## src/design/gp_cfg_pkg.sv

```systemverilog
package gp_cfg_pkg;
  // register byte addresses on the wishbone bus
  localparam logic [7:0] CFG_ADR      = 8'h00;
  localparam logic [7:0] PA_OUT_ADR   = 8'h04;
  localparam logic [7:0] PA_IN_ADR    = 8'h08;
  localparam logic [7:0] PB_ADR       = 8'h0c;
  localparam logic [7:0] DIFF_ADR     = 8'h10;
  localparam logic [7:0] STAT_ADR     = 8'h14;
  localparam logic [7:0] BV_ADR       = 8'h18;
  // configuration register bit positions
  localparam int CFG_PA_OE   = 0;
  localparam int CFG_DIFF    = 1;
  localparam int CFG_PB_OE   = 2;
  localparam int CFG_MEM16   = 3;
  localparam int CFG_ODD     = 4;
  localparam int CFG_W       = 5;
  // status register bit positions
  localparam int ST_REQ      = 0;
  localparam int ST_BUSY     = 1;
  localparam int ST_PERR     = 2;
  localparam int ST_LVL      = 4;
  // first-port bits that become byte-valid strobes
  localparam int LOW_VALID_BIT  = 2;
  localparam int HIGH_VALID_BIT = 7;
  // reset values
  localparam logic [CFG_W-1:0] CFG_RST = 5'h00;
  localparam logic [7:0] BYTE_RST      = 8'h00;
  localparam logic [1:0] BV_RST        = 2'h0;
  // handshake timing
  localparam int CLK_PERIOD_NS = 25;
  localparam int HS_PERIOD_NS  = 100;
  localparam int HS_MIN_CYC    = (HS_PERIOD_NS + CLK_PERIOD_NS - 1) / CLK_PERIOD_NS;
  localparam int FIFO_DEPTH    = 8;
endpackage

```

## src/design/buf_hs_if.sv

```systemverilog
`timescale 1ns/10ps
// carries the buffer handshake between the port logic and its engine
interface buf_hs_if;
  logic       mem16;
  logic       to_mem;
  logic       active;
  logic       odd_start;
  logic       last_one;
  logic [3:0] level;
  logic       ack_n;
  logic       req;
  logic       busy;
  logic       done;
  logic [1:0] bv;
  modport engine (input mem16, to_mem, active, odd_start, last_one, level, ack_n,
                  output req, busy, done, bv);
  modport ctrl   (output mem16, to_mem, active, odd_start, last_one, level, ack_n,
                  input req, busy, done, bv);
endinterface

```

## src/design/buf_hs_engine.sv

```systemverilog
`timescale 1ns/10ps
// request/acknowledge engine for the buffer memory bus
module buf_hs_engine (
  input  wire logic clk_i,
  input  wire logic rst_i,
  buf_hs_if.engine  hs
);
  typedef enum logic [2:0] {
    IDLE = 3'b001,
    REQ  = 3'b010,
    HOLD = 3'b100
  } hs_state_t;

  hs_state_t   state_r;
  hs_state_t   state_nxt;
  logic [2:0]  cnt_r;
  logic [2:0]  cnt_nxt;
  logic        req_r;
  logic        done_r;
  logic [1:0]  bv_r;
  logic [1:0]  bv_nxt;

  // bytes needed for the next handshake and the strobe pattern it carries
  wire         single  = !hs.mem16 || hs.odd_start || hs.last_one;
  wire  [3:0]  need    = single ? 4'h1 : 4'h2;
  wire  [3:0]  space   = 4'(gp_cfg_pkg::FIFO_DEPTH) - hs.level;
  wire         ready   = hs.to_mem ? (hs.level >= need) : (space >= need);
  // odd start puts the byte on the high lane, a trailing odd byte on the low lane
  assign bv_nxt = !hs.mem16 ? 2'h1 : hs.odd_start ? 2'h2 : hs.last_one ? 2'h1 : 2'h3;
  // rise-to-rise spacing is counted from the last request edge
  wire         spaced  = cnt_r >= 3'(gp_cfg_pkg::HS_MIN_CYC - 1);
  wire         start   = (state_r == IDLE) && hs.active && ready && spaced;

  // next state: request drops once the acknowledge falls
  always_comb begin
    state_nxt = state_r;
    unique case (state_r)
      IDLE: if (start) state_nxt = REQ;
      REQ:  if (!hs.ack_n) state_nxt = HOLD;
      HOLD: if (hs.ack_n) state_nxt = IDLE;
    endcase
  end

  // saturating spacing counter, cleared at each request edge
  assign cnt_nxt = start ? 3'h0 : (cnt_r == 3'h7) ? cnt_r : cnt_r + 3'h1;

  always_ff @(posedge clk_i) begin
    if (rst_i) begin
      state_r <= IDLE;
      cnt_r   <= 3'h7;
      req_r   <= 1'b0;
      done_r  <= 1'b0;
      bv_r    <= 2'h0;
    end else begin
      state_r <= state_nxt;
      cnt_r   <= cnt_nxt;
      req_r   <= (state_nxt == REQ);
      done_r  <= (state_r == REQ) && !hs.ack_n;
      if (start) bv_r <= bv_nxt;
    end
  end

  assign hs.req  = req_r;
  assign hs.busy = (state_r != IDLE);
  assign hs.done = done_r;
  assign hs.bv   = bv_r;
endmodule

```

## src/design/dual_gp_port_config.sv

```systemverilog
`timescale 1ns/10ps
// two general-purpose ports with differential, strobe and high-byte modes
module dual_gp_port_config (
  input  wire logic        clk_i,
  input  wire logic        rst_i,
  // wishbone classic slave
  input  wire logic        wb_cyc_i,
  input  wire logic        wb_stb_i,
  input  wire logic        wb_we_i,
  input  wire logic [7:0]  wb_adr_i,
  input  wire logic [3:0]  wb_sel_i,
  input  wire logic [31:0] wb_dat_i,
  output logic      [31:0] wb_dat_o,
  output logic             wb_ack_o,
  // first port pins
  input  wire logic [7:0]  port_a_i,
  output logic      [7:0]  port_a_o,
  output logic      [7:0]  port_a_oe_o,
  // second port pins and its parity pin
  input  wire logic [7:0]  port_b_i,
  output logic      [7:0]  port_b_o,
  output logic      [7:0]  port_b_oe_o,
  input  wire logic        hi_parity_i,
  output logic             hi_parity_o,
  output logic             hi_parity_oe_o,
  // buffer handshake pins
  output logic             buffer_request_o,
  input  wire logic        buffer_ack_n_i,
  // dma and fifo side, same clock
  input  wire logic        dma_active_i,
  input  wire logic        to_mem_i,
  input  wire logic        last_byte_i,
  input  wire logic [3:0]  fifo_level_i,
  input  wire logic [7:0]  fifo_hi_data_i,
  output logic             xfer_o,
  output logic      [1:0]  xfer_bytes_o,
  output logic      [7:0]  mem_hi_data_o
);
  buf_hs_if hs ();

  // software state
  logic [gp_cfg_pkg::CFG_W-1:0] cfg_r;
  logic [7:0]  first_port_output_reg_r;
  logic [7:0]  pb_out_r;
  logic [7:0]  diff_ctrl_r;
  logic [1:0]  bv_ctrl_r;
  logic        perr_r;
  // pin synchronisers
  logic [7:0]  pa_s1_r;
  logic [7:0]  pa_s2_r;
  logic [7:0]  pb_s1_r;
  logic [7:0]  pb_s2_r;
  logic        par_s1_r;
  logic        par_s2_r;
  logic        ack_s1_r;
  logic        ack_s2_r;
  // pin and bus output flops
  logic [7:0]  pa_o_r;
  logic [7:0]  pa_oe_r;
  logic [7:0]  pa_o_nxt;
  logic [7:0]  pa_oe_nxt;
  logic [7:0]  pb_o_r;
  logic [7:0]  pb_oe_r;
  logic        par_o_r;
  logic        par_oe_r;
  logic        req_pin_r;
  logic        xfer_r;
  logic [1:0]  xfer_bytes_r;
  logic [7:0]  mem_hi_r;
  logic [31:0] rdat_r;
  logic [31:0] rdat_nxt;
  logic        ack_r;

  // configuration fields
  wire         pa_oe    = cfg_r[gp_cfg_pkg::CFG_PA_OE];
  wire         diff_en  = cfg_r[gp_cfg_pkg::CFG_DIFF];
  wire         pb_oe    = cfg_r[gp_cfg_pkg::CFG_PB_OE];
  wire         mem16    = cfg_r[gp_cfg_pkg::CFG_MEM16];
  wire         odd_st   = cfg_r[gp_cfg_pkg::CFG_ODD];

  // bus decode; a write commits in the cycle the ack is raised
  wire         wb_req   = wb_cyc_i && wb_stb_i && !ack_r;
  wire         wr       = wb_req && wb_we_i && wb_sel_i[0];
  wire         wr_cfg   = wr && (wb_adr_i == gp_cfg_pkg::CFG_ADR);
  wire         wr_pa    = wr && (wb_adr_i == gp_cfg_pkg::PA_OUT_ADR);
  wire         wr_pb    = wr && (wb_adr_i == gp_cfg_pkg::PB_ADR);
  wire         wr_diff  = wr && (wb_adr_i == gp_cfg_pkg::DIFF_ADR);
  wire         wr_stat  = wr && (wb_adr_i == gp_cfg_pkg::STAT_ADR);
  wire         wr_bv    = wr && (wb_adr_i == gp_cfg_pkg::BV_ADR);

  // handshake engine hookup
  assign hs.mem16     = mem16;
  assign hs.to_mem    = to_mem_i;
  assign hs.active    = dma_active_i;
  assign hs.odd_start = odd_st;
  assign hs.last_one  = last_byte_i;
  assign hs.level     = fifo_level_i;
  assign hs.ack_n     = ack_s2_r;

  buf_hs_engine u_engine (
    .clk_i (clk_i),
    .rst_i (rst_i),
    .hs    (hs)
  );

  // strobes come from the engine during a handshake, else from software
  wire  [1:0]  bv_act        = hs.busy ? hs.bv : bv_ctrl_r;
  wire         low_byte_valid_n  = ~bv_act[0];
  wire         high_byte_valid_n = ~bv_act[1];

  // first port, per bit: strobe, differential control or plain output
  genvar i;
  generate
    for (i = 0; i < 8; i++) begin : g_pa
      localparam bit STROBE_BIT = (i == gp_cfg_pkg::LOW_VALID_BIT) || (i == gp_cfg_pkg::HIGH_VALID_BIT);
      wire is_bv   = mem16 && STROBE_BIT;
      wire is_diff = diff_en && !STROBE_BIT;
      wire strobe  = (i == gp_cfg_pkg::LOW_VALID_BIT) ? low_byte_valid_n : high_byte_valid_n;
      // differential wins over the port enable; all clear leaves the pin floating
      assign pa_oe_nxt[i] = is_bv || is_diff || pa_oe;
      assign pa_o_nxt[i]  = is_bv ? strobe :
                            is_diff ? ~diff_ctrl_r[i] :
                            ~first_port_output_reg_r[i];
    end
  endgenerate

  // second port: memory high byte beats general output
  wire         pb_mem_drv = mem16 && to_mem_i && hs.busy;
  wire         pb_oe_nxt  = mem16 ? pb_mem_drv : pb_oe;
  wire  [7:0]  pb_o_nxt   = mem16 ? fifo_hi_data_i : pb_out_r;
  wire         par_nxt    = ~^fifo_hi_data_i;
  // inbound high byte is checked against its parity pin on capture
  wire         hi_cap     = hs.done && mem16 && !to_mem_i && hs.bv[1];
  wire         perr_set   = hi_cap && (par_s2_r != ~^pb_s2_r);

  // pin synchronisers, two flops each
  always_ff @(posedge clk_i) begin
    if (rst_i) begin
      pa_s1_r  <= 8'h00;
      pa_s2_r  <= 8'h00;
      pb_s1_r  <= 8'h00;
      pb_s2_r  <= 8'h00;
      par_s1_r <= 1'b0;
      par_s2_r <= 1'b0;
      ack_s1_r <= 1'b1;
      ack_s2_r <= 1'b1;
    end else begin
      pa_s1_r  <= port_a_i;
      pa_s2_r  <= pa_s1_r;
      pb_s1_r  <= port_b_i;
      pb_s2_r  <= pb_s1_r;
      par_s1_r <= hi_parity_i;
      par_s2_r <= par_s1_r;
      ack_s1_r <= buffer_ack_n_i;
      ack_s2_r <= ack_s1_r;
    end
  end

  // software registers
  always_ff @(posedge clk_i) begin
    if (rst_i) begin
      cfg_r                   <= gp_cfg_pkg::CFG_RST;
      first_port_output_reg_r <= gp_cfg_pkg::BYTE_RST;
      pb_out_r                <= gp_cfg_pkg::BYTE_RST;
      diff_ctrl_r             <= gp_cfg_pkg::BYTE_RST;
      bv_ctrl_r               <= gp_cfg_pkg::BV_RST;
    end else begin
      if (wr_cfg) cfg_r <= wb_dat_i[gp_cfg_pkg::CFG_W-1:0];
      // odd start clears itself after the first handshake completes; a fresh write wins
      else if (hs.done) cfg_r[gp_cfg_pkg::CFG_ODD] <= 1'b0;
      if (wr_pa) first_port_output_reg_r <= wb_dat_i[7:0];
      if (wr_pb) pb_out_r <= wb_dat_i[7:0];
      if (wr_diff) diff_ctrl_r <= wb_dat_i[7:0];
      if (wr_bv) bv_ctrl_r <= wb_dat_i[1:0];
    end
  end

  // sticky parity error; a new error wins over a write-one clear
  always_ff @(posedge clk_i) begin
    if (rst_i) perr_r <= 1'b0;
    else if (perr_set) perr_r <= 1'b1;
    else if (wr_stat && wb_dat_i[gp_cfg_pkg::ST_PERR]) perr_r <= 1'b0;
  end

  // pin output flops; every pin leaves reset undriven
  always_ff @(posedge clk_i) begin
    if (rst_i) begin
      pa_o_r   <= 8'hff;
      pa_oe_r  <= 8'h00;
      pb_o_r   <= 8'h00;
      pb_oe_r  <= 8'h00;
      par_o_r  <= 1'b0;
      par_oe_r <= 1'b0;
    end else begin
      pa_o_r   <= pa_o_nxt;
      pa_oe_r  <= pa_oe_nxt;
      pb_o_r   <= pb_o_nxt;
      pb_oe_r  <= {8{pb_oe_nxt}};
      par_o_r  <= par_nxt;
      par_oe_r <= pb_mem_drv;
    end
  end

  // handshake results toward the fifo side
  always_ff @(posedge clk_i) begin
    if (rst_i) begin
      req_pin_r    <= 1'b0;
      xfer_r       <= 1'b0;
      xfer_bytes_r <= 2'h0;
      mem_hi_r     <= 8'h00;
    end else begin
      req_pin_r    <= hs.req;
      xfer_r       <= hs.done;
      xfer_bytes_r <= hs.done ? hs.bv : 2'h0;
      if (hi_cap) mem_hi_r <= pb_s2_r;
    end
  end

  // read mux; unmapped addresses read zero
  wire  [7:0]  pb_rd = (pb_oe && !mem16) ? pb_out_r : pb_s2_r;
  always_comb begin
    rdat_nxt = 32'h0000_0000;
    unique case (wb_adr_i)
      gp_cfg_pkg::CFG_ADR:    rdat_nxt[gp_cfg_pkg::CFG_W-1:0] = cfg_r;
      gp_cfg_pkg::PA_OUT_ADR: rdat_nxt[7:0] = first_port_output_reg_r;
      gp_cfg_pkg::PA_IN_ADR:  rdat_nxt[7:0] = pa_s2_r;
      gp_cfg_pkg::PB_ADR:     rdat_nxt[7:0] = pb_rd;
      gp_cfg_pkg::DIFF_ADR:   rdat_nxt[7:0] = diff_ctrl_r;
      gp_cfg_pkg::STAT_ADR: begin
        rdat_nxt[gp_cfg_pkg::ST_REQ]  = req_pin_r;
        rdat_nxt[gp_cfg_pkg::ST_BUSY] = hs.busy;
        rdat_nxt[gp_cfg_pkg::ST_PERR] = perr_r;
        rdat_nxt[gp_cfg_pkg::ST_LVL +: 4] = fifo_level_i;
      end
      gp_cfg_pkg::BV_ADR:     rdat_nxt[1:0] = bv_ctrl_r;
      default:                rdat_nxt = 32'h0000_0000;
    endcase
  end

  // single-wait-state ack; drops the cycle after it was given
  always_ff @(posedge clk_i) begin
    if (rst_i) begin
      ack_r  <= 1'b0;
      rdat_r <= 32'h0000_0000;
    end else begin
      ack_r  <= wb_req;
      if (wb_req) rdat_r <= rdat_nxt;
    end
  end

  assign wb_dat_o         = rdat_r;
  assign wb_ack_o         = ack_r;
  assign port_a_o         = pa_o_r;
  assign port_a_oe_o      = pa_oe_r;
  assign port_b_o         = pb_o_r;
  assign port_b_oe_o      = pb_oe_r;
  assign hi_parity_o      = par_o_r;
  assign hi_parity_oe_o   = par_oe_r;
  assign buffer_request_o = req_pin_r;
  assign xfer_o           = xfer_r;
  assign xfer_bytes_o     = xfer_bytes_r;
  assign mem_hi_data_o    = mem_hi_r;
endmodule

```

## config.mk

```make
export PLATFORM = sky130hd
export DESIGN_NAME = dual_gp_port_config
export DESIGN_NICKNAME = d
export VERILOG_FILES = /design/src/design/gp_cfg_pkg.sv /design/src/design/buf_hs_if.sv /design/src/design/buf_hs_engine.sv /design/src/design/dual_gp_port_config.sv
export SDC_FILE = /design/constraint.sdc
export NUM_CORES = 1
export LEC_CHECK = 0
export BUFFER_PORTS_ARGS = -buffer_cell sky130_fd_sc_hd__clkbuf_2
export CORE_MARGIN = 3
export CORE_UTILIZATION = 40
export CTS_CLUSTER_SIZE = 12
export DETAILED_ROUTE_END_ITERATION = 10
export PLACE_DENSITY = 0.65
export SETUP_SLACK_MARGIN = 0.2
export SLEW_MARGIN = 20
export SYNTH_ARGS = -nofsm -noshare
export SYNTH_HDL_FRONTEND = slang
export SYNTH_SLANG_ARGS = --single-unit
```

## constraint.sdc

```tcl
create_clock -name clk_i -period 3.2 [get_ports clk_i]
set_input_delay 0.48 -clock clk_i [delete_from_list [all_inputs] [get_ports clk_i]]
set_output_delay 0.48 -clock clk_i [all_outputs]
set_load 0.02 [all_outputs]
```

==> out/metrics.cfg, run 1 <==
[sta]
fmaxAchievable_mhz=421.9
max_slew_margin_pct=52.18
fin_crit_ns=2.370
timing_worst_slew_pin_value_ns=0.7160
timing.setup.tns_ns=0
period_share_pct=74.07
rsz0062_at_grt=false
setup_violations=0
finalWorstSetupSlack_ns=0.8297
final_max_slew_viol_count=0
final.setup_skew_ns=0.005874
final-hold-violation-count=0

[cells_and_area]
multi_input_comb_area_sq_um=2369
area_growth_syn_to_layout_pct=21.15
final_core_util_pct=50.58
drive_above_1_share_pct=25.59
mostFrequentLayoutCell=sky130_fd_sc_hd__dfxtp_1
layout.nets=710
diodes=0
fillCellCount=1187
regArea_sq_um=2402
highest_count_cells_in_the_layout_ignoring_fill_and_taps=120 x sky130_fd_sc_hd__dfxtp_1, 108 x sky130_fd_sc_hd__clkbuf_2, 66 x sky130_fd_sc_hd__mux2i_1

[worst_setup_path]
critical_path_class=reg2reg
critical_path.reg2reg.startpoint=cfg_r[4]
critical_path_peak_fanout=9
setup.worst_path.start_class=register
cp-end-kind=register
critical_path.startpoint=cfg_r[4]
cp_data_required_time_ns=3.46
cp_data_arrival_time_ns=2.63

[logic_synthesis]
synth_sequential_area_ratio_pct=47.12
synth_top_family_by_area=simple AND/OR/NAND/NOR gates
avgSynthCellArea_sq_um=9.657
synth_cell_type_count=55
yosys_warnings=0
compound_gate_portion_of_the_synthesized_area_pct=8.712
synthSimpleGateAreaFrac_pct=17.99
post_synth_inst_count=528
synth_enable_flop_cells=0
synth.mux.area_fraction_pct=13.18
synthesized_area_fraction_occupied_by_xor_and_xnor_cells_pct=3.092
ys_seq_elements=120
synth_adder_area_share_pct=1.718
ys_dominant_reg_cell=sky130_fd_sc_hd__dfxtp_1
async_flop_share_pct=0
netlist_area_sq_um=5099

[floorplan]
placement_rows=40
die_height_um=118.9
placeableCoreArea_sq_um=12210
die_w_um=118.9
floorplan.die_area_sq_um=14140
i_o_pins=161
floorplan.initialDensity_pct=41.75

[routing]
drc_violations_left=0
routedWlPerCell_um=15.35
finalWirelength_mm=12.29
vias_per_cell=4.799
first_pass_iters=5
initialDrtViolationCount=190
drt.antenna.violating_nets=0
route.vias.total=3844

[global_route]
groute.usage.overall_pct=17.82
grt_pass1_vias=3681
grt_max_degree=67
globalRoute.totalOverflow=0
antenna_violations_before_repair=0
grt_first_pass_wirelength_mm=19.36

[placement]
buffer_ports.inserted=109
place_hpwl_mm=9.131
place.gp.congestion=0.8358
dp_slack_ns=0.5948

[clock_tree]
cts_tree=built
cts_buffers=17
clock-sinks=120
clkLatencyLatePin_ns=0.41
max-clock-path-buffers=2
ctsResizeCount=0
htree_num_levels=4
cts_hold_repair.buffers=0
cts.clk_slew.worst_paths_ns=0.05
cts_setup_buffers=0
ctsRootBufferMaster=sky130_fd_sc_hd__clkbuf_16

[pwr]
p_leak_nw=2.786
worst_ir_drop_vdd_uv=362.3
power_mw=3.780
pwr_density_cell_nw_per_um2=612.0

[worst_hold_path]
kind_of_path_behind_the_tightest_hold_check=in2reg
worstHoldStart=buffer_ack_n_i

[run_status]
outcome=finished clean

[run]
maxCapViolations=0

## power breakdown
part	total, mW	switching, mW	internal (mW)
combinational	0.393	0.230	0.163
clock	1.79	0.628	1.16
sequential	1.60	0.0409	1.56
total	3.78	0.899	2.88
## cell families (layout without fill, tap and decap cells)
logic type               after synthesis  in the layout
AO/OA/AOI/OAI                         65             65
XOR/XNOR                              18             18
adder cells (fa/ha/maj)                7              7
buffers and inverters                 73            155
flip-flops                           120            120
multiplexers                          67             67
other                                  1             24
AND/OR/NAND/NOR                      177            177
## worst max-delay path: stages (launching register included)
cell and delay (ns):
sky130_fd_sc_hd__dfxtp_1 0.33, sky130_fd_sc_hd__inv_1 0.09, sky130_fd_sc_hd__nand3_1 0.14, sky130_fd_sc_hd__ha_1 0.31, sky130_fd_sc_hd__nand2b_1 0.16, sky130_fd_sc_hd__a2111oi_0 0.59
sky130_fd_sc_hd__a211oi_2 0.32, sky130_fd_sc_hd__a31oi_1 0.23, sky130_fd_sc_hd__nor3_1 0.07
## synth_stat cells, drive strengths merged, types with 9 or more instances
library cell / instances / area, sq um
clkbuf: 20 / 75.07
dfxtp: 120 / 2402
or2: 9 / 58.81
nor3: 12 / 81.33
a21oi: 15 / 75.07
nand2: 23 / 86.33
buf: 44 / 305.3
nor2: 64 / 240.2
inv: 9 / 33.78
nand3: 9 / 50.05
nor2b: 41 / 256.5
xnor2: 14 / 122.6
mux2i: 66 / 660.6
## through the flow
step	area [sq um]	instances	hold WS, ns
6_report	6177	801	0.2562
3_3_place_gp	5608	770	0.4208
3_5_place_dp	5608	770	0.4204
2_1_floorplan	5185	551	0.3895
4_1_cts	6177	801	0.2278
5_1_grt	6177	801	0.2391
## per-layer routing
| metal | vias to the layer above | share of wire, % | GRT usage [%] |
|---|---|---|---|
| li1 | 1922 | - | - |
| met1 | 1780 | 46 | 22.85 |
| met2 | 131 | 47 | 27.28 |
| met3 | 11 | 5.9 | 5.033 |
| met4 | 0 | 1.7 | 9.341 |
| met5 | - | 0 | 0 |
## area by class of cell
type                    instances  share of cell area (%)
multi-input cells             358                   38.34
well taps                     168                   3.403
clock buffers                  24                   8.122
clock inverters                 7                   1.094
inverters                       9                  0.5469
flip-flops and latches        120                   38.89
repair buffers                115                   9.601
## final timing paths
kind	slack, ns	cells after the start	to
setup reg to reg	0.83	8	u_engine.hs.req
hold reg to reg	0.43	1	pa_s2_r[0]
hold / removal	0.26	2	ack_s1_r
setup / recovery	0.83	8	u_engine.hs.req
Power figures use the tool's default switching activity.
==> inputs of run 2 (changes only) <==
Settings changed: PLACE_DENSITY 0.65 to 0.68.
Clock period 3.2 ns to 2.1 ns, I/O delays scaled along.
==> run 2 against run 1 <==
  * Worst hold slack got worse by 0.16 ns
  * Critical path type unchanged
  * First-iteration DRC count rose by 15%
  * Worst setup slack got worse by 0.58 ns
  * Non-clock buffer count rose by 13
  * Highest routed layer unchanged
  * Combinational power rose by 63%
  * Maximum frequency rose by 28%
  * Core utilization rose by 2.0 points
  * Total power rose by 57%
==> out/metrics.cfg, run 2 (synthesis gave the netlist of run 1 again) <==
[clock_tree]
clkLatencyLatePin_ns=0.41
cts_tree=built
cts_buffers=17
max-clock-path-buffers=2
clock-sinks=120
ctsRootBufferMaster=sky130_fd_sc_hd__clkbuf_16
htree_num_levels=4
cts.clk_slew.worst_paths_ns=0.06
cts_hold_repair.buffers=0

[placement]
place.gp.congestion=0.8217
dpl-instance-area_sq_um=5801
place_hpwl_mm=9.348
buffer_ports.inserted=109
placed_cells=780

[worst_setup_path]
r2r_cells=8
cp_data_required_time_ns=2.41
critical_path.startpoint=cfg_r[4]
critical_path_class=reg2reg
setup.worst_path.start_class=register
cp_data_arrival_time_ns=2.16
worst-r2r-setup-slack_ns=0.25
cp-end-kind=register
end_of_the_worst_register_to_register_path=u_engine.hs.bv[0]
critical_path.reg2reg.startpoint=cfg_r[4]
worstSetupEndpoint=u_engine.hs.bv[0]
critical_path_peak_fanout=7

[pwr]
pwr_density_cell_nw_per_um2=923.8
p_leak_nw=2.860
worst_ir_drop_vdd_uv=474.3

[routing]
drc_violations_left=0
route.vias.total=3897
first_pass_iters=4
vias_per_cell=4.782
finalWirelength_mm=12.55
drt.antenna.violating_nets=0
initialDrtViolationCount=219
routedWlPerCell_um=15.40

[global_route]
globalRoute.totalOverflow=0
groute.usage.overall_pct=17.84
antenna_violations_before_repair=0
grt_first_pass_wirelength_mm=19.68
grt_max_degree=62
grt_pass1_vias=3748

[sta]
max_slew_margin_pct=59.27
final_max_slew_viol_count=0
fmaxAchievable_mhz=539.9
fin_crit_ns=1.852
holdWs_ns=0.09464
rsz0062_at_grt=true
final.setup_skew_ns=0.005332
setup_violations=0
final-hold-violation-count=0
timing_worst_slew_pin_value_ns=0.6110
period_share_pct=88.19

[floorplan]
floorplan.initialDensity_pct=41.75
i_o_pins=161
placeableCoreArea_sq_um=12210
die_height_um=118.9
die_w_um=118.9
floorplan.die_area_sq_um=14140
placement_rows=40

[cells_and_area]
highest_count_cells_in_the_layout_ignoring_fill_and_taps=117 x sky130_fd_sc_hd__dfxtp_1, 108 x sky130_fd_sc_hd__clkbuf_2, 66 x sky130_fd_sc_hd__mux2i_1
multi_input_comb_area_sq_um=2460
mostFrequentLayoutCell=sky130_fd_sc_hd__dfxtp_1
finalInstanceArea_sq_um=6417
drive_above_1_share_pct=29.06
fin_cells=815
area_growth_syn_to_layout_pct=25.86
fillCellCount=1134
regArea_sq_um=2409
layout.nets=723
diodes=0

[run_status]
outcome=finished clean

[run]
maxCapViolations=0

[worst_hold_path]
kind_of_path_behind_the_tightest_hold_check=in2reg

==> run 2: where the power goes <==
group	leakage, nW	total, mW	internal [mW]	switching, mW
registers	0.979	2.44	2.37	0.0649
clock network	0.272	2.85	1.78	1.06
logic	1.61	0.642	0.277	0.365
total	2.86	5.93	4.43	1.49
==> run 2: area by class of cell <==
class,instances,area share [%]
flip-flops and latches,120,37.53
inverters,9,0.5264
multi-input cells,358,38.33
clock inverters,13,2.281
repair buffers,128,11.15
well taps,168,3.276
clock buffers,19,6.902
==> run 2: routing by layer <==
layer  wire length [um]  track usage, %  part of all wire, %
met2               5910           28.92                   47
met4                167           5.865                  1.3
met5                  0               0                    0
met3                704           5.223                  5.6
met1               5768           22.85                   46
==> run 2: repair_timing <==
item | 4_1_cts | 5_1_grt
buffers inserted | 1 | 2
pin swaps | 1 | 5
gates resized for setup | 1 | 3
setup endpoints to repair | 2 | 7
==> run 2: how the worst min path moves through the flow <==
stage	from	endpoint	slack (ns)	cells after the start
after floorplan	ack_s1_r	ack_s2_r	0.39	1
after global placement	pa_s1_r[2]	pa_s2_r[2]	0.42	1
after detailed placement	pa_s1_r[5]	pa_s2_r[5]	0.42	1
after CTS	buffer_ack_n_i	ack_s1_r	0.08	2
after global routing	buffer_ack_n_i	ack_s1_r	0.09	2
final	buffer_ack_n_i	ack_s1_r	0.09	2
==> run 2: worst max-delay path, stage by stage, from the launching register on <==
cell	delay, ns
sky130_fd_sc_hd__dfxtp_2	0.33
sky130_fd_sc_hd__inv_2	0.09
sky130_fd_sc_hd__nand3_4	0.10
sky130_fd_sc_hd__ha_4	0.27
sky130_fd_sc_hd__nand2b_4	0.13
sky130_fd_sc_hd__a2111oi_4	0.08
sky130_fd_sc_hd__a211oi_4	0.43
sky130_fd_sc_hd__nor2_1	0.10
sky130_fd_sc_hd__a311oi_1	0.22
==> run 2: stage by stage <==
step | setup WS, ns | TNS (ns) | utilization (%) | power, mW
final | 0.2480 | 0 | 52.55 | 5.928
after global routing | 0.1326 | 0 | 52.55 | 6.156
after CTS | 0.2045 | 0 | 52.39 | 5.976
after detailed placement | -0.02729 | -0.02729 | 47.50 | 3.122
after global placement | 0.06592 | 0 | 47.50 | 3.084
after floorplan | 0.1636 | 0 | - | 2.943
